**config.mk**
```make
export PLATFORM = sky130hd
export DESIGN_NAME = alarm_out_irq
export DESIGN_NICKNAME = d
export VERILOG_FILES = /design/src/design/alarm_out_irq.v /design/src/design/masked_or.v
export VERILOG_INCLUDE_DIRS = /design/src /design/src/design
export SDC_FILE = /design/constraint.sdc
export NUM_CORES = 1
export LEC_CHECK = 0
export BUFFER_PORTS_ARGS = -buffer_cell sky130_fd_sc_hd__buf_2
export CAP_MARGIN = 20
export CELL_PAD_IN_SITES_DETAIL_PLACEMENT = 2
export CELL_PAD_IN_SITES_GLOBAL_PLACEMENT = 2
export CORE_UTILIZATION = 30
export CTS_CLUSTER_DIAMETER = 80
export DETAILED_ROUTE_END_ITERATION = 8
export PLACE_DENSITY_LB_ADDON = 0.1
export SETUP_SLACK_MARGIN = 0.02
export SLEW_MARGIN = 15
export SYNTH_ARGS = -nofsm -noshare
export SYNTH_HDL_FRONTEND = slang
export SYNTH_SLANG_ARGS = --single-unit
```
**constraint.sdc**
```tcl
create_clock -name clk -period 3.2 [get_ports clk]
set_input_delay 0.64 -clock clk [delete_from_list [all_inputs] [get_ports clk]]
set_output_delay 0.64 -clock clk [all_outputs]
set_load 0.01 [all_outputs]
```
**src/design/alarm_irq_map.vh**
```
// How it works
// - Each unjoined-OUT flag is sticky; writing 1 clears it, writing 0 leaves it alone.
// - High flag register bits 7..0 are endpoints 15..8, low register bits 7..0 are endpoints 7..0.
// - An OUT token to an OUT-enabled endpoint with no area join sets its flag; endpoint 0 always counts as enabled.
// - For such a token with the iso select bit set, data is dropped and no handshake is sent.
// - For such a token with the iso select bit clear, the device answers NAK.
// - At high speed a PING to such an unjoined endpoint is answered with NAK.
// - The SIE enable register masks the SIE causes feeding the SIE summary bit.
// - The non-idle enable stays effective while the device sleeps.
// - The bulk enable register masks the bulk causes feeding the bulk summary bit.
// - Endpoint summary enable: bit 7 unjoined-IN group, bit 6 unjoined-OUT group, bits 4..0 endpoints e..a.
`ifndef ALARM_IRQ_MAP_VH
`define ALARM_IRQ_MAP_VH
`define OFS_ALARM_OUT_HIGH  8'hbe
`define OFS_ALARM_OUT_LOW   8'hbf
`define OFS_SIE_ENABLE      8'hc0
`define OFS_BULK_ENABLE     8'hc3
`define OFS_EP_SUM_ENABLE   8'hc4
`define OFS_EP0_ENABLE      8'hc5
`define OFS_IRQ_STATUS      8'he0
`define OFS_IRQ_MASK        8'he1
`define OFS_CAUSE_VIEW      8'he2
`define MASK_SIE_ENABLE     8'h7f
`define MASK_BULK_ENABLE    8'hec
`define MASK_EP_SUM_ENABLE  8'hdf
`define MASK_EP0_ENABLE     8'hff
`define RESET_BYTE          8'h00
`define BIT_UNJOINED_IN     7
`define BIT_UNJOINED_OUT    6
`define BIT_LINE_NOT_IDLE   6
`define HS_NAK              2'b01
`define HS_NONE             2'b10
`endif

```
**src/design/alarm_out_irq.v**
```verilog
// The APB register port was decided locally.
`timescale 1ns/1ps
`include "alarm_irq_map.vh"
module alarm_out_irq (
  // Clock and reset
  input  wire        clk,
  input  wire        rst_b,
  // APB slave
  input  wire        psel,
  input  wire        penable,
  input  wire        pwrite,
  input  wire [11:0] paddr,
  input  wire [31:0] pwdata,
  output reg  [31:0] prdata,
  output reg         pready,
  output reg         pslverr,
  // Token from the SIE
  input  wire        token_valid,
  input  wire        token_is_ping,
  input  wire [3:0]  token_ep,
  input  wire        high_speed_operation,
  input  wire        sleep_state,
  // Endpoint configuration
  input  wire [15:0] out_endpoint_enable_mask,
  input  wire [15:0] out_endpoint_iso_select,
  input  wire [15:0] area_endpoint_join_bit,
  // Cause groups
  input  wire [7:0]  sie_cause,
  input  wire [7:0]  bulk_cause,
  input  wire [7:0]  ep0_cause,
  input  wire [4:0]  ep_cause_any,
  input  wire        unjoined_in_any,
  // Handshake answer
  output reg         reply_valid,
  output reg  [1:0]  reply_kind,
  output reg         reply_drop_data,
  // Summaries
  output reg         sie_cause_summary,
  output reg         bulk_cause_summary,
  output reg         endpoint_cause_summary,
  output reg         ep0_cause_summary,
  output reg         irq
);

  reg  [15:0] unjoined_out_flag_ff;
  reg  [7:0]  sie_en_ff;
  reg  [7:0]  bulk_en_ff;
  reg  [7:0]  epsum_en_ff;
  reg  [7:0]  ep0_en_ff;
  reg  [3:0]  irq_stat_ff;
  reg  [3:0]  irq_mask_ff;
  reg  [15:0] nxt_unjoined_out_flag;
  reg  [3:0]  nxt_irq_stat;
  reg  [31:0] nxt_prdata;
  reg         nxt_pslverr;
  wire        wr_en;
  wire        rd_en;
  wire [7:0]  addr;
  wire [7:0]  wbyte;
  wire        ep_enabled;
  wire        ep_joined;
  wire        alarm_hit;
  wire        sie_any;
  wire        bulk_any;
  wire        ep0_any;
  wire        epsum_any;
  wire [7:0]  sie_gate;
  wire [7:0]  epsum_cause;
  wire [3:0]  summaries;
  wire        mapped;
  wire        acc_en;
  wire        addr_in_range;
  wire        hit_flag_high;
  wire        hit_flag_low;
  wire        hit_sie_en;
  wire        hit_bulk_en;
  wire        hit_epsum_en;
  wire        hit_ep0_en;
  wire        hit_irq_stat;
  wire        hit_irq_mask;
  wire        hit_cause_view;
  wire        token_iso;
  wire        reply_wanted;
  reg  [1:0]  apb_state_ff;
  reg  [1:0]  nxt_apb_state;
  reg         nxt_pready;
  reg         nxt_reply_valid;
  reg  [1:0]  nxt_reply_kind;
  reg         nxt_reply_drop_data;
  reg  [7:0]  nxt_sie_en;
  reg  [7:0]  nxt_bulk_en;
  reg  [7:0]  nxt_epsum_en;
  reg  [7:0]  nxt_ep0_en;
  reg  [3:0]  nxt_irq_mask;
  reg         nxt_irq;

  // One-hot bus phases
  localparam [1:0] APB_IDLE = 2'b01;
  localparam [1:0] APB_DONE = 2'b10;

  // Offsets are register indices; the byte address is four times the index
  assign addr          = paddr[9:2];
  assign wbyte         = pwdata[7:0];
  assign addr_in_range = (paddr[11:10] == 2'b00) & (paddr[1:0] == 2'b00);
  // Decode and read data in the first access cycle, answered one cycle later
  assign acc_en = psel & penable & apb_state_ff[0];
  assign rd_en  = acc_en & ~pwrite;
  // Writes land on the answering edge, so no master sees a half-done write
  assign wr_en  = psel & penable & pwrite & pready;

  assign hit_flag_high  = addr_in_range & (addr == `OFS_ALARM_OUT_HIGH);
  assign hit_flag_low   = addr_in_range & (addr == `OFS_ALARM_OUT_LOW);
  assign hit_sie_en     = addr_in_range & (addr == `OFS_SIE_ENABLE);
  assign hit_bulk_en    = addr_in_range & (addr == `OFS_BULK_ENABLE);
  assign hit_epsum_en   = addr_in_range & (addr == `OFS_EP_SUM_ENABLE);
  assign hit_ep0_en     = addr_in_range & (addr == `OFS_EP0_ENABLE);
  assign hit_irq_stat   = addr_in_range & (addr == `OFS_IRQ_STATUS);
  assign hit_irq_mask   = addr_in_range & (addr == `OFS_IRQ_MASK);
  assign hit_cause_view = addr_in_range & (addr == `OFS_CAUSE_VIEW);
  assign mapped = hit_flag_high | hit_flag_low | hit_sie_en | hit_bulk_en |
                  hit_epsum_en | hit_ep0_en | hit_irq_stat | hit_irq_mask |
                  hit_cause_view;

  assign ep_enabled = (token_ep == 4'h0) | out_endpoint_enable_mask[token_ep];
  assign ep_joined  = (token_ep != 4'h0) ? area_endpoint_join_bit[token_ep]
                                         : area_endpoint_join_bit[0];
  assign alarm_hit  = token_valid & ep_enabled & ~ep_joined;
  assign token_iso  = out_endpoint_iso_select[token_ep];
  // Full speed has no PING handshake, so such a token gets no reply at all
  assign reply_wanted = alarm_hit & (~token_is_ping | high_speed_operation);

  // Only non-idle may wake from sleep; others are held off while asleep
  assign sie_gate = sleep_state ? (8'h01 << `BIT_LINE_NOT_IDLE) : 8'hff;
  assign epsum_cause = {unjoined_in_any, (|unjoined_out_flag_ff), 1'b0, ep_cause_any};

  masked_or u_sie (
    .cause  (sie_cause & sie_gate),
    .enable (sie_en_ff),
    .keep   (`MASK_SIE_ENABLE),
    .any    (sie_any)
  );
  masked_or u_bulk (
    .cause  (bulk_cause),
    .enable (bulk_en_ff),
    .keep   (`MASK_BULK_ENABLE),
    .any    (bulk_any)
  );
  masked_or u_epsum (
    .cause  (epsum_cause),
    .enable (epsum_en_ff),
    .keep   (`MASK_EP_SUM_ENABLE),
    .any    (epsum_any)
  );
  masked_or u_ep0 (
    .cause  (ep0_cause),
    .enable (ep0_en_ff),
    .keep   (`MASK_EP0_ENABLE),
    .any    (ep0_any)
  );

  assign summaries = {ep0_any, epsum_any, bulk_any, sie_any};

  always @* begin
    nxt_unjoined_out_flag = unjoined_out_flag_ff;
    if (wr_en && mapped && addr == `OFS_ALARM_OUT_HIGH) begin
      nxt_unjoined_out_flag[15:8] = unjoined_out_flag_ff[15:8] & ~wbyte;
    end
    if (wr_en && mapped && addr == `OFS_ALARM_OUT_LOW) begin
      nxt_unjoined_out_flag[7:0] = unjoined_out_flag_ff[7:0] & ~wbyte;
    end
    // Set after clear so a same-cycle event is never lost
    if (alarm_hit && !token_is_ping) begin
      nxt_unjoined_out_flag[token_ep] = 1'b1;
    end
  end

  always @* begin
    nxt_irq_stat = irq_stat_ff;
    if (wr_en && mapped && addr == `OFS_IRQ_STATUS) begin
      nxt_irq_stat = irq_stat_ff & ~wbyte[3:0];
    end
    nxt_irq_stat = nxt_irq_stat | summaries;
  end

  // Unknown or misaligned words answer with an error and read zero
  always @* begin
    nxt_prdata  = 32'h0000_0000;
    nxt_pslverr = acc_en ? ~mapped : 1'b0;
    if (rd_en && hit_flag_high) begin
      nxt_prdata[7:0] = unjoined_out_flag_ff[15:8];
    end
    if (rd_en && hit_flag_low) begin
      nxt_prdata[7:0] = unjoined_out_flag_ff[7:0];
    end
    if (rd_en && hit_sie_en) begin
      nxt_prdata[7:0] = sie_en_ff;
    end
    if (rd_en && hit_bulk_en) begin
      nxt_prdata[7:0] = bulk_en_ff;
    end
    if (rd_en && hit_epsum_en) begin
      nxt_prdata[7:0] = epsum_en_ff;
    end
    if (rd_en && hit_ep0_en) begin
      nxt_prdata[7:0] = ep0_en_ff;
    end
    if (rd_en && hit_irq_stat) begin
      nxt_prdata[3:0] = irq_stat_ff;
    end
    if (rd_en && hit_irq_mask) begin
      nxt_prdata[3:0] = irq_mask_ff;
    end
    if (rd_en && hit_cause_view) begin
      nxt_prdata[3:0] = summaries;
    end
  end

  // Exactly one wait state per access
  always @* begin
    nxt_apb_state = apb_state_ff;
    case (apb_state_ff)
      APB_IDLE: begin
        if (psel && penable) begin
          nxt_apb_state = APB_DONE;
        end
      end
      APB_DONE: begin
        nxt_apb_state = APB_IDLE;
      end
      default: begin
        nxt_apb_state = APB_IDLE;
      end
    endcase
    nxt_pready = (nxt_apb_state == APB_DONE);
  end

  // Enable registers keep unused positions at zero
  always @* begin
    nxt_sie_en   = sie_en_ff;
    nxt_bulk_en  = bulk_en_ff;
    nxt_epsum_en = epsum_en_ff;
    nxt_ep0_en   = ep0_en_ff;
    nxt_irq_mask = irq_mask_ff;
    if (wr_en && hit_sie_en) begin
      nxt_sie_en = wbyte & `MASK_SIE_ENABLE;
    end
    if (wr_en && hit_bulk_en) begin
      nxt_bulk_en = wbyte & `MASK_BULK_ENABLE;
    end
    if (wr_en && hit_epsum_en) begin
      nxt_epsum_en = wbyte & `MASK_EP_SUM_ENABLE;
    end
    if (wr_en && hit_ep0_en) begin
      nxt_ep0_en = wbyte & `MASK_EP0_ENABLE;
    end
    if (wr_en && hit_irq_mask) begin
      nxt_irq_mask = wbyte[3:0];
    end
  end

  always @* begin
    nxt_reply_valid     = reply_wanted;
    nxt_reply_kind      = 2'b00;
    nxt_reply_drop_data = 1'b0;
    if (reply_wanted && token_is_ping) begin
      nxt_reply_kind = `HS_NAK;
    end else if (reply_wanted && token_iso) begin
      nxt_reply_kind      = `HS_NONE;
      nxt_reply_drop_data = 1'b1;
    end else if (reply_wanted) begin
      nxt_reply_kind = `HS_NAK;
    end
  end

  // Uses the status after this edge, so the line has no extra cycle of lag
  always @* begin
    nxt_irq = |(nxt_irq_stat & irq_mask_ff);
  end

  // Bus side: phase, answer and read data
  always @(posedge clk or negedge rst_b) begin
    if (!rst_b) begin
      apb_state_ff <= APB_IDLE;
      prdata       <= 32'h0000_0000;
      pready       <= 1'b0;
      pslverr      <= 1'b0;
    end else begin
      apb_state_ff <= nxt_apb_state;
      prdata       <= nxt_prdata;
      pready       <= nxt_pready;
      pslverr      <= nxt_pslverr;
    end
  end

  // Software-visible state
  always @(posedge clk or negedge rst_b) begin
    if (!rst_b) begin
      unjoined_out_flag_ff <= 16'h0000;
      sie_en_ff            <= `RESET_BYTE;
      bulk_en_ff           <= `RESET_BYTE;
      epsum_en_ff          <= `RESET_BYTE;
      ep0_en_ff            <= `RESET_BYTE;
      irq_stat_ff          <= 4'h0;
      irq_mask_ff          <= 4'h0;
    end else begin
      unjoined_out_flag_ff <= nxt_unjoined_out_flag;
      sie_en_ff            <= nxt_sie_en;
      bulk_en_ff           <= nxt_bulk_en;
      epsum_en_ff          <= nxt_epsum_en;
      ep0_en_ff            <= nxt_ep0_en;
      irq_stat_ff          <= nxt_irq_stat;
      irq_mask_ff          <= nxt_irq_mask;
    end
  end

  // Handshake decision, one cycle after the token
  always @(posedge clk or negedge rst_b) begin
    if (!rst_b) begin
      reply_valid     <= 1'b0;
      reply_kind      <= 2'b00;
      reply_drop_data <= 1'b0;
    end else begin
      reply_valid     <= nxt_reply_valid;
      reply_kind      <= nxt_reply_kind;
      reply_drop_data <= nxt_reply_drop_data;
    end
  end

  // Summaries lag their causes by one cycle
  always @(posedge clk or negedge rst_b) begin
    if (!rst_b) begin
      sie_cause_summary      <= 1'b0;
      bulk_cause_summary     <= 1'b0;
      endpoint_cause_summary <= 1'b0;
      ep0_cause_summary      <= 1'b0;
      irq                    <= 1'b0;
    end else begin
      sie_cause_summary      <= sie_any;
      bulk_cause_summary     <= bulk_any;
      endpoint_cause_summary <= epsum_any;
      ep0_cause_summary      <= ep0_any;
      irq                    <= nxt_irq;
    end
  end

endmodule // alarm_out_irq

```
**src/design/masked_or.v**
```verilog
`timescale 1ns/1ps
module masked_or (
  // Cause and enable
  input  wire [7:0] cause,
  input  wire [7:0] enable,
  input  wire [7:0] keep,
  // Result
  output wire       any
);
  assign any = |(cause & enable & keep);
endmodule // masked_or

```
Yosys cells after proc, flatten, opt, wreduce, memory -nomap -nowiden
Index checks and enable logic that the tools add are counted.

Register bits: 72. Output and inout port bits: 43. Logic and storage cells: 142.

Magnitude comparators: 2. Eq/ne operators: 11. Multiplexer cells: 31. Bitwise gates (word level): 45. Reduce and logical (&&, ||, !) cells: 34.

Operators with widths (number): equality test 8 bit, second input constant (9); 2-to-1 mux 8 bit (8); AND 8 bit (5); logical AND 1 bit (23); AND 1 bit (18); 2-to-1 mux 16 bit (1); 2-to-1 mux 4 bit (4); bitwise OR 16 bit (1); OR reduction 16 bit (1); AND 7 bit (2); OR reduction 7 bit (2); binary-select mux 1 bit (select 4 bit) (3); bitwise OR 1 bit (10); 2-to-1 mux 1 bit (9); AND 4 bit (2); 2-to-1 mux 2 bit (4); inverter 8 bit (1); OR reduction 8 bit (1); 2-to-1 mux 6 bit (1); < comparator 4 x 5 -> 1 bit, second input constant (1); OR reduction 5 bit (1); demux 1 bit (select 4 bit) (1); greater-or-equal comparator 4 x 1 -> 1 bit, second input constant (1); zero test 2 bit (2); other kinds (9) (12).

Longest topological paths before layout
Gate-level depths: netlist of run 1.

Depth in word-level cells: 17. Mapped depth: 8. Gate-level depth less buffers: 5.

Modules after synthesis
Synthesis of run 1 repeated with hierarchy kept, for this count alone.

Cells, all modules: 423. Area, all modules: 4388.0 µm².

By module, submodules not included: alarm_out_irq (times used 1, cells each 383, area each 4132.7 µm², seq. area each 1778.0 µm²); masked_or (times used 4, cells each 10, area each 63.8 µm², seq. area each 0.0 µm²).

Least setup slack after synthesis of run 1
Ideal clock, no wire load.

Kind: in2reg. Start point: in token_ep[0]. End point: reg unjoined_out_flag_ff[1]. Arrival: 2313 ps. Data required time: 3071 ps. Path slack: 758 ps. Cell stages on the path: 6. Path buffers: 2. Cell sequence: buf_2 -> mux4_2 -> mux4_2 -> o21ai_2 -> buf_2 -> o21ai_0.

Longest elaborated chain between the ends: 7.

RTL lines: start, declared (line alarm_out_irq.v:20) `input wire [3:0] token_ep,`; binary-select mux 1 bit (select 4 bit) (on tied branches) (line alarm_out_irq.v:124, alarm_out_irq.v:125); 2-to-1 mux 1 bit (on tied branches) (line alarm_out_irq.v:124, alarm_out_irq.v:125); bitwise OR 1 bit or 2-to-1 mux 1 bit (tied branches) (line alarm_out_irq.v:124, alarm_out_irq.v:125); AND 1 bit or inverter 1 bit (tied branches) (line alarm_out_irq.v:127) `assign alarm_hit = token_valid & ep_enabled & ~ep_joined;`; AND 1 bit (line alarm_out_irq.v:127); logical AND 1 bit (line alarm_out_irq.v:172) `if (alarm_hit && !token_is_ping) begin`; 2-to-1 mux 16 bit * (line alarm_out_irq.v:172); net nxt_unjoined_out_flag[1] (line alarm_out_irq.v:52) `reg [15:0] nxt_unjoined_out_flag;`; end signal, assigned (line alarm_out_irq.v:306) `unjoined_out_flag_ff <= nxt_unjoined_out_flag;`; end, declared (line alarm_out_irq.v:45) `reg [15:0] unjoined_out_flag_ff;`.

The timed path passes the listed nets; every way through them passes the cells marked *. The select of a mux whose other input is x is not followed. A chain may end at the register's enable or synchronous reset.

Final worst setup path of run 1
Start point: in paddr[11]. End point: reg prdata[1].

Longest elaborated chain between the ends: 13.

RTL lines: start, declared (line alarm_out_irq.v:12) `input wire [11:0] paddr,`; zero test 2 bit * (line alarm_out_irq.v:104) `assign addr_in_range = (paddr[11:10] == 2'b00) & (paddr[1:0] == 2'b00);`; AND 1 bit * (line alarm_out_irq.v:104); AND 1 bit (line alarm_out_irq.v:111) `` assign hit_flag_high = addr_in_range & (addr == `OFS_ALARM_OUT_HIGH); ``; logical AND 1 bit (line alarm_out_irq.v:189) `if (rd_en && hit_flag_high) begin`; 2-to-1 mux 8 bit (line alarm_out_irq.v:189); 2-to-1 mux 8 bit (line alarm_out_irq.v:192) `if (rd_en && hit_flag_low) begin`; 2-to-1 mux 8 bit (line alarm_out_irq.v:195) `if (rd_en && hit_sie_en) begin`; 2-to-1 mux 8 bit (line alarm_out_irq.v:198) `if (rd_en && hit_bulk_en) begin`; 2-to-1 mux 8 bit (line alarm_out_irq.v:201) `if (rd_en && hit_epsum_en) begin`; 2-to-1 mux 8 bit (line alarm_out_irq.v:204) `if (rd_en && hit_ep0_en) begin`; 2-to-1 mux 4 bit (line alarm_out_irq.v:207) `if (rd_en && hit_irq_stat) begin`; 2-to-1 mux 4 bit (line alarm_out_irq.v:210) `if (rd_en && hit_irq_mask) begin`; 2-to-1 mux 4 bit * (line alarm_out_irq.v:213) `if (rd_en && hit_cause_view) begin`; net nxt_prdata[1] (line alarm_out_irq.v:54) `reg [31:0] nxt_prdata;`; end signal, assigned (line alarm_out_irq.v:289) `prdata <= nxt_prdata;`; end, declared (line alarm_out_irq.v:14) `output reg [31:0] prdata,`.

The timed path passes the listed nets; every way through them passes the cells marked *.

==> results of run 1 <==
[area by class of cell]
cell class	count	area share (%)
sequential	71	34.2
tap	176	4.24
timing repair buffer	143	14.7
clock buffer	13	5.01
multi-input combinational	317	40.8
inverter	13	0.940
clock inverter	1	0.0964
[flip-flops by register name, summed over array words and instances, names as in the netlist]
signal,cells
unjoined_out_flag_ff,16
ep0_en_ff,8
prdata,8
epsum_en_ff,7
sie_en_ff,7
bulk_en_ff,5
irq_mask_ff,4
irq_stat_ff,4
apb_state_ff,2
bulk_cause_summary,1
endpoint_cause_summary,1
ep0_cause_summary,1
irq,1
pready,1
pslverr,1
reply_drop_data,1
reply_kind,1
reply_valid,1
sie_cause_summary,1
[worst register-to-register path, delay by kind of cell (launching register included)]
family | cells | cell delay, ps
simple gates | 2 | 860
flops | 1 | 530
compound gates | 3 | 600
buf+inv | 1 | 170
[cells in the mapped netlist (4+ instances only)]
master,count
sky130_fd_sc_hd__dfrtp_1,70
sky130_fd_sc_hd__o21ai_0,50
sky130_fd_sc_hd__nand2_1,41
sky130_fd_sc_hd__buf_4,25
sky130_fd_sc_hd__nor2_1,17
sky130_fd_sc_hd__a22oi_1,16
sky130_fd_sc_hd__clkbuf_1,15
sky130_fd_sc_hd__nand3_1,14
sky130_fd_sc_hd__inv_1,13
sky130_fd_sc_hd__mux4_2,12
sky130_fd_sc_hd__mux2i_1,9
sky130_fd_sc_hd__a21oi_1,8
sky130_fd_sc_hd__mux2_2,8
sky130_fd_sc_hd__nor4_1,8
sky130_fd_sc_hd__or2_2,8
sky130_fd_sc_hd__nand4_1,7
sky130_fd_sc_hd__nor3_1,7
sky130_fd_sc_hd__o41ai_1,7
sky130_fd_sc_hd__or4_1,7
sky130_fd_sc_hd__and3_1,5
sky130_fd_sc_hd__buf_2,5
sky130_fd_sc_hd__nand2b_1,5
sky130_fd_sc_hd__a21boi_0,4
sky130_fd_sc_hd__and2_1,4
sky130_fd_sc_hd__nand3b_1,4
sky130_fd_sc_hd__nor2b_1,4
sky130_fd_sc_hd__o2bb2ai_1,4
[layer usage]
metal / GRT usage (%) / vias to the layer above / wire [um] / share of wire (%)
met5: 0 / - / 0 / 0
met4: 6.25 / 0 / 221 / 1.5
met3: 4.79 / 14 / 580 / 3.8
met2: 37.9 / 99 / 7670 / 51
met1: 28.5 / 1983 / 6620 / 44
li1: - / 1806 / - / -
[power by group through the flow]
stage | combinational (mW) | sequential (mW) | clock, mW
after global routing | 0.346 | 0.988 | 0.984
after floorplan | 0.192 | 0.983 | 0
final | 0.311 | 0.983 | 0.928
after detailed placement | 0.313 | 0.997 | 0
after global placement | 0.305 | 0.995 | 0
after CTS | 0.316 | 0.983 | 0.954
[logic make-up after synthesis]
kind of cell | after synthesis | synth area share [%]
AO/OA/AOI/OAI | 119 | 19.0
buffers and inverters | 60 | 8.04
flip-flops | 71 | 42.9
multiplexers | 29 | 10.9
other | 1 | 0.0906
AND/OR/NAND/NOR | 145 | 19.0
[through the flow]
stage                     instance area, um2  cells  power (mW)  utilization (%)  hold slack, ps
final                                   5190    734        2.22             38.9             327
after floorplan                         4230    448        1.17                -             344
after detailed placement                4930    720        1.31             36.9             437
after global placement                  4930    720        1.30             36.9             411
after global routing                    5190    734        2.32             38.9             365
after CTS                               5190    734        2.25             38.9             349
[worst paths after layout]
path                             endpoint       startpoint
setup reg to reg                prdata[1]  apb_state_ff[0]
hold reg to reg                    pready  apb_state_ff[1]
setup / recovery                prdata[1]        paddr[11]
min in group clk                   pready  apb_state_ff[1]
hold / removal                     pready            rst_b
max in group asynchronous  epsum_en_ff[0]            rst_b
==> metrics.log, run 1 <==
[metrics] run status: complete, no violations
[metrics] wire length of the first global-routing pass: 24000 um
[metrics] actual slew at the worst max-slew pin: 822 ps
[metrics] number of cells on the critical path: 7
[metrics] number of cells upsized or downsized after cts: 0
[metrics] routability congestion estimate: 0.790
[metrics] H-tree lvl count: 3
[metrics] CTS tree: done
[metrics] Total Wirelength: 15100 um
[metrics] sequential cell fraction of total power: 44.2%
[metrics] sequential cell area in the final layout: 1780 um2
[metrics] final-layout fill cell count: 1508
[metrics] via count: 3902
[metrics] clock root buffer master: sky130_fd_sc_hd__clkbuf_16
[metrics] clock latency at the later pin of the worst-skew pair: 340 ps
[metrics] setup total negative slack: 0 ps
[metrics] worst-path cell chain: buf_2, or4_4, or4_1, o2bb2ai_1, a2111oi_0, buf_4, o22ai_1
[metrics] number of synthesized flops with an enable pin: 0
[metrics] maximum buffer depth of the clock tree: 2
[metrics] proportion of netlist area held by the largest area contributor: 42.3%
[metrics] worst min path class: input pin to asynchronous set/reset pin
[metrics] Worst Setup End Kind: flop
[metrics] ports placed on the boundary: 178
[metrics] number of iterations in the first detailed-routing pass: 4
[metrics] width of the die: 119 um
[metrics] remaining global-route overflow: 0
[metrics] antenna violations before repair: 0
[metrics] cell count after synthesis: 425
[metrics] delay of the slowest critical-path stage: 720 ps
[metrics] worst reg2reg path depth: 6
[metrics] number of global-route vias before repair: 4315
[metrics] biggest area consumer among synthesized cells: sky130_fd_sc_hd__dfrtp_1
[metrics] pre-CTS WS: 312 ps
[metrics] number of library cell types mapped by synthesis: 63
[metrics] diode count: 0
[metrics] Yosys reg bits: 71
[metrics] Tcrit/Tclk final: 81.1%
[metrics] std cell rows: 42
[metrics] first-iteration detailed-routing DRC count: 227
[metrics] Final Setup Violations: 0
[metrics] Die Height: 119 um
[metrics] Port Buf Inserts: 124
[metrics] final hold violations: 0
[metrics] Data required, critical path: 3440 ps
[metrics] maximum fanout count along the critical path: 8
[metrics] CTS buffer count: 9
[metrics] area growth from synthesis to layout: 25.4%
[metrics] CP startpoint kind: input pin
[metrics] count of final max-slew check failures: 0
[metrics] Top FF cell, synth: sky130_fd_sc_hd__dfrtp_1
[metrics] post-CTS setup buffers: 0
[metrics] slowest stage cell on the critical path: sky130_fd_sc_hd__or4_1
[metrics] WS Path Type: input pin to flop
[metrics] area of the die: 14300 um2
[metrics] headroom to the max-slew limit: 45.2%
[metrics] via/cell ratio: 5.32
[metrics] worst endpoint data arrival time: 2840 ps
[metrics] Fin Clk Skew: 5.59 ps
[metrics] area inside the core boundary: 13300 um2
[metrics] Antenna Nets Post-Route: 0
[metrics] All-Layer GR Usage: 22.4%
[metrics] Buf/Inv on CP: 2
[metrics] RSZ-0062 raised after global routing: false
[metrics] Multi-input gate area: 2120 um2
[metrics] nets@finish: 690
[metrics] Routed wire per std cell: 20.6 um
[metrics] Logic pwr share: 14.0%
[metrics] netlist area before placement: 4140 um2
[metrics] placed wire-length estimate after detailed placement: 11800 um
[metrics] max-capacitance violation count: 0
[metrics] cell area power density: 428 nW/um2
[metrics] most frequent standard cell in the layout excluding fill and tap cells: sky130_fd_sc_hd__buf_2
[metrics] share of synthesized registers carrying an async set or reset: 100%
[metrics] sequential share of the synthesized area: 42.9%
[metrics] DRC: 0
[metrics] Hold-fix buffers, CTS: 0
[metrics] commonest non-fill, non-tap cells in the layout: sky130_fd_sc_hd__buf_2, sky130_fd_sc_hd__dfrtp_1, sky130_fd_sc_hd__o21ai_0
[metrics] flop-to-flop setup slack: 930 ps
[metrics] Final WS setup: 603 ps
[metrics] delay-heaviest family, CP: simple AND/OR/NAND/NOR gates
[metrics] sw frac: 26.2%
[metrics] maximum resistive drop on vdd: 223 uV
[metrics] syn avg cell area: 9.74 um2
[metrics] clock slew at the register clock pins of the worst setup and hold paths: 50 ps
[metrics] P_int: 1.64 mW
[metrics] count of synthesis-stage warnings from yosys: 0
[metrics] effective utilization at floorplan: 31.0%
[metrics] achievable frequency: 385 MHz
[metrics] fraction of layout cells with a size suffix above 1: 34.2%
[metrics] leak pwr: 2.45 nW
[metrics] fraction of power consumed by the clock network: 41.8%
[metrics] clock period minus final worst setup slack: 2600 ps
[metrics] net switching power: 582 uW
[metrics] largest cells by area after synthesis: sky130_fd_sc_hd__dfrtp_1, sky130_fd_sc_hd__mux4_2, sky130_fd_sc_hd__o21ai_0
[metrics] TritonCTS Sinks: 71
[metrics] pin count of the biggest net entering global routing: 30
Power figures use the tool's default switching activity.
==> inputs of run 2 (changes only) <==
ABC_AREA = 1   (was unset)
CORE_UTILIZATION = 23   (was 30)
clock period = 2.2 ns   (was 3.2 ns; I/O delays follow)
==> metrics.log, run 2 <==
[metrics] Port Buf Inserts: 125 (+0.81%)
[metrics] list of most frequent post-synthesis cells: sky130_fd_sc_hd__nand2_1, sky130_fd_sc_hd__dfrtp_1, sky130_fd_sc_hd__o21ai_0
[metrics] CTS buffer count: 9 (unchanged)
[metrics] biggest registers after layout: unjoined_out_flag_ff (16), ep0_en_ff (8), prdata (8)
[metrics] Tcrit/Tclk final: 89.5%
[metrics] synthesized-area fraction occupied by ao, oa, aoi and oai cells: 17.2% (-1.9 points)
[metrics] final cell count without fillers: 972 (+32%)
[metrics] syn avg cell area: 7.33 um2 (-25%)
[metrics] biggest area consumer among synthesized cells: sky130_fd_sc_hd__dfrtp_1
[metrics] Final WS setup: 232 ps (-372 ps)
[metrics] most frequent standard cell in the layout excluding fill and tap cells: sky130_fd_sc_hd__nand2_1
[metrics] Die Height: 138 um (+15%)
[metrics] Placement Cell Area: 5260 um2 (+6.8%)
[metrics] sequential share of the synthesized area: 42.0% (-0.99 points)
[metrics] count of synthesis-stage warnings from yosys: 0 (unchanged)
[metrics] worst reg2reg path depth: 16 (+10)
[metrics] P_int: 2.35 mW (+43%)
[metrics] count of final max-slew check failures: 0 (unchanged)
[metrics] area growth from synthesis to layout: 31.7%
[metrics] remaining global-route overflow: 0 (unchanged)
[metrics] Buf/Inv on CP: 3 (+1)
[metrics] diode count: 0 (unchanged)
[metrics] CP startpoint kind: flop
[metrics] placed cells: 953 (+32%)
[metrics] Logic pwr share: 13.5% (-0.5 points)
[metrics] ports placed on the boundary: 178 (unchanged)
[metrics] flip-flop count of the largest register, all copies and words added: 16 (unchanged)
[metrics] wire length of the first global-routing pass: 25300 um (+5.6%)
[metrics] synthesized-area fraction occupied by xor and xnor cells: 0% (unchanged)
[metrics] mux share of post-synthesis cell area: 0% (-11 points)
[metrics] Routed wire per std cell: 16.8 um (-18%)
[metrics] routability congestion estimate: 0.781 (-1.1%)
[metrics] placed wire-length estimate after detailed placement: 13300 um (+13%)
[metrics] fraction of the mapped netlist area in simple logic gates: 28.9% (+9.9 points)
[metrics] Worst Setup End Kind: flop
[metrics] DRC: 0 (unchanged)
[metrics] startpoint of the most critical register-to-register path: apb_state_ff[0]
[metrics] largest cells by area after synthesis: sky130_fd_sc_hd__dfrtp_1, sky130_fd_sc_hd__nand2_1, sky130_fd_sc_hd__o21ai_0
[metrics] delay of the slowest critical-path stage: 520 ps (-200 ps)
[metrics] nets@finish: 873 (+27%)
[metrics] clock period minus final worst setup slack: 1970 ps
[metrics] number of library cell types mapped by synthesis: 36 (-43%)
[metrics] Top FF cell, synth: sky130_fd_sc_hd__dfrtp_1
[metrics] RSZ-0062 raised after global routing: true
[metrics] sw frac: 28.4% (+2.1 points)
[metrics] Hold-fix buffers, CTS: 0 (unchanged)
[metrics] flop-to-flop setup slack: 230 ps (-700 ps)
[metrics] fraction of power consumed by the clock network: 43.1% (+1.3 points)
[metrics] slowest stage cell on the critical path: sky130_fd_sc_hd__dfstp_2
[metrics] library cell appearing most often on the critical path: sky130_fd_sc_hd__nand2_1
[metrics] number of synthesized flops with an enable pin: 0 (unchanged)
[metrics] setup total negative slack: 0 ps (unchanged)
[metrics] worst endpoint data arrival time: 2260 ps (-580 ps)
[metrics] Yosys reg bits: 71 (unchanged)
[metrics] std cell rows: 49 (+17%)
[metrics] number of iterations in the first detailed-routing pass: 4 (unchanged)
[metrics] width of the die: 138 um (+15%)
[metrics] All-Layer GR Usage: 18.0% (-4.3 points)
[metrics] number of global-route vias before repair: 4775 (+11%)
[metrics] run status: complete, no violations
[metrics] worst-path cell chain: nand3_2, nor2_1, buf_4, inv_1, nor2_1, buf_4, nand2_1, nand3_1, nand2_1, nand2_1, nand2_1, nand2_1, nand2_1, nand2_1, nand2_1, nand2_1
[metrics] Adder-Cell Fraction of Synth Area: 0% (unchanged)
[metrics] dominant cell by count in the synthesized netlist: sky130_fd_sc_hd__nand2_1
[metrics] CTS tree: done
[metrics] antenna violations before repair: 0 (unchanged)
[metrics] Fin Clk Skew: 6.99 ps (+1.41 ps)
[metrics] first-iteration detailed-routing DRC count: 129 (-43%)
[metrics] cell area power density: 587 nW/um2 (+37%)
[metrics] cell area after layout: 5580 um2 (+7.5%)
[metrics] area of the die: 19000 um2 (+33%)
[metrics] clock slew at the register clock pins of the worst setup and hold paths: 60 ps (about the same)
[metrics] maximum resistive drop on vdd: 337 uV (+51%)
[metrics] maximum fanout count along the critical path: 6 (-2)
[metrics] Data required, critical path: 2490 ps (-950 ps)
[metrics] area inside the core boundary: 18000 um2 (+35%)
[metrics] net switching power: 930 uW (+60%)
[metrics] pin count of the biggest net entering global routing: 72 (+140%)
[metrics] TritonCTS Sinks: 71 (unchanged)
[metrics] pre-CTS WS: -93.1 ps (-405 ps)
[metrics] share of synthesized registers carrying an async set or reset: 100% (unchanged)
[metrics] largest family of logic cells by synthesized area: simple AND/OR/NAND/NOR gates
[metrics] clock latency at the later pin of the worst-skew pair: 350 ps (about the same)
[metrics] max-capacitance violation count: 0 (unchanged)
[metrics] RR Endpoint: prdata[3]
[metrics] final hold violations: 0 (unchanged)
[metrics] fraction of layout cells with a size suffix above 1: 27.9% (-6.4 points)
[metrics] WS Path Type: flop to flop
[metrics] effective utilization at floorplan: 23.5% (-7.5 points)
[metrics] register with the highest flop count: unjoined_out_flag_ff
[metrics] netlist area before placement: 4240 um2 (+2.4%)
[metrics] proportion of netlist area held by the largest area contributor: 41.3% (-0.97 points)
[metrics] commonest non-fill, non-tap cells in the layout: sky130_fd_sc_hd__nand2_1, sky130_fd_sc_hd__buf_2, sky130_fd_sc_hd__dfrtp_1
[metrics] achievable frequency: 508 MHz
[metrics] delay-heaviest family, CP: simple AND/OR/NAND/NOR gates
[metrics] maximum buffer depth of the clock tree: 2 (unchanged)
[metrics] worst min path class: input pin to asynchronous set/reset pin
[metrics] leak pwr: 3.01 nW (+23%)
[metrics] H-tree lvl count: 3 (unchanged)
[metrics] cell count after synthesis: 578 (+36%)
[metrics] via count: 4465 (+14%)
[metrics] Total Wirelength: 16300 um (+8.0%)
[metrics] clock root buffer master: sky130_fd_sc_hd__clkbuf_16
[metrics] sequential cell fraction of total power: 43.4% (-0.8 points)
[metrics] Final Setup Violations: 0 (unchanged)
[metrics] via/cell ratio: 4.59 (-14%)
[metrics] Antenna Nets Post-Route: 0 (unchanged)
==> run 2: cell count changes in the layout (fill, tap and decap cells not counted), sizes merged, moves of 7 or more <==
cell	change
buf	+20
o21ai	+24
nor2	+25
mux2i	-9
inv	+52
nand2	+128
nor3	+7
mux2	-8
or4	-8
o41ai	-7
nand3	+29
mux4	-12
==> run 2: kinds of logic after synthesis <==
| kind of cell | after synthesis |
|---|---|
| AOI/OAI and AO/OA | 116 |
| buffers and inverters | 101 |
| DFF | 71 |
| other | 1 |
| and+or+nand+nor | 289 |
==> run 2: area by class of cell <==
| cell class | count | area (um2) |
|---|---|---|
| clock buffer | 10 | 239 |
| inverter | 64 | 240 |
| clock inverter | 6 | 45.0 |
| fill | 2200 | 12400 |
| sequential | 71 | 1780 |
| multi-input combinational | 429 | 2050 |
| timing repair buffer | 163 | 940 |
| tap | 229 | 287 |
==> run 2: metal layers <==
layer  GRT usage (%)  share of wire (%)  vias to the layer above  routed length, um
met1            20.3                 41                     2134               6740
met5               0                  0                        -                  0
met2            33.3                 52                      123               8400
met4            6.22                2.0                        0                329
li1                -                  -                     2188                  -
met3            3.86                5.1                       20                830
==> run 2: worst max-delay path by stage <==
stage	startpoint	cells after the start	slack, ps	end
floorplan	paddr[11]	10	350	unjoined_out_flag_ff[10]
global placement	paddr[11]	15	-20	irq
detailed placement	paddr[11]	12	-90	unjoined_out_flag_ff[9]
CTS	apb_state_ff[0]	16	50	prdata[3]
global route	apb_state_ff[0]	16	-20	prdata[3]
finish	apb_state_ff[0]	16	230	prdata[3]
==> run 2: power by group through the flow <==
stage               Clock (mW)  Sequential, mW  Combinational (mW)
global route              1.50            1.43               0.500
CTS                       1.45            1.42               0.450
global placement             0            1.44               0.432
floorplan                    0            1.43               0.243
detailed placement           0            1.45               0.448
finish                    1.41            1.42               0.442
==> run 2: worst reg2reg max path, cell delays in order, from the launching register on <==
cell	delay [ps]
sky130_fd_sc_hd__dfstp_2	520
sky130_fd_sc_hd__nand3_2	90
sky130_fd_sc_hd__nor2_1	110
sky130_fd_sc_hd__buf_4	150
sky130_fd_sc_hd__inv_1	90
sky130_fd_sc_hd__nor2_1	140
sky130_fd_sc_hd__buf_4	150
sky130_fd_sc_hd__nand2_1	60
sky130_fd_sc_hd__nand3_1	90
sky130_fd_sc_hd__nand2_1	60
sky130_fd_sc_hd__nand2_1	100
sky130_fd_sc_hd__nand2_1	70
sky130_fd_sc_hd__nand2_1	60
sky130_fd_sc_hd__nand2_1	60
sky130_fd_sc_hd__nand2_1	60
sky130_fd_sc_hd__nand2_1	50
sky130_fd_sc_hd__nand2_1	50
==> run 2: what timing repair did <==
action | in CTS | in global routing
resized for setup | 0 | 4
buffers inserted | 0 | 3
endpoints found under the setup margin | 0 | 9
==> run 2: stage by stage <==
stage                     power (mW)  hold WS (ps)  util [%]
after floorplan                 1.67           144         -
after global placement          1.88           413      29.2
after detailed placement        1.89           437      29.2
after CTS                       3.32           136      30.8
after global routing            3.43           155      31.0
final                           3.28           105      31.0
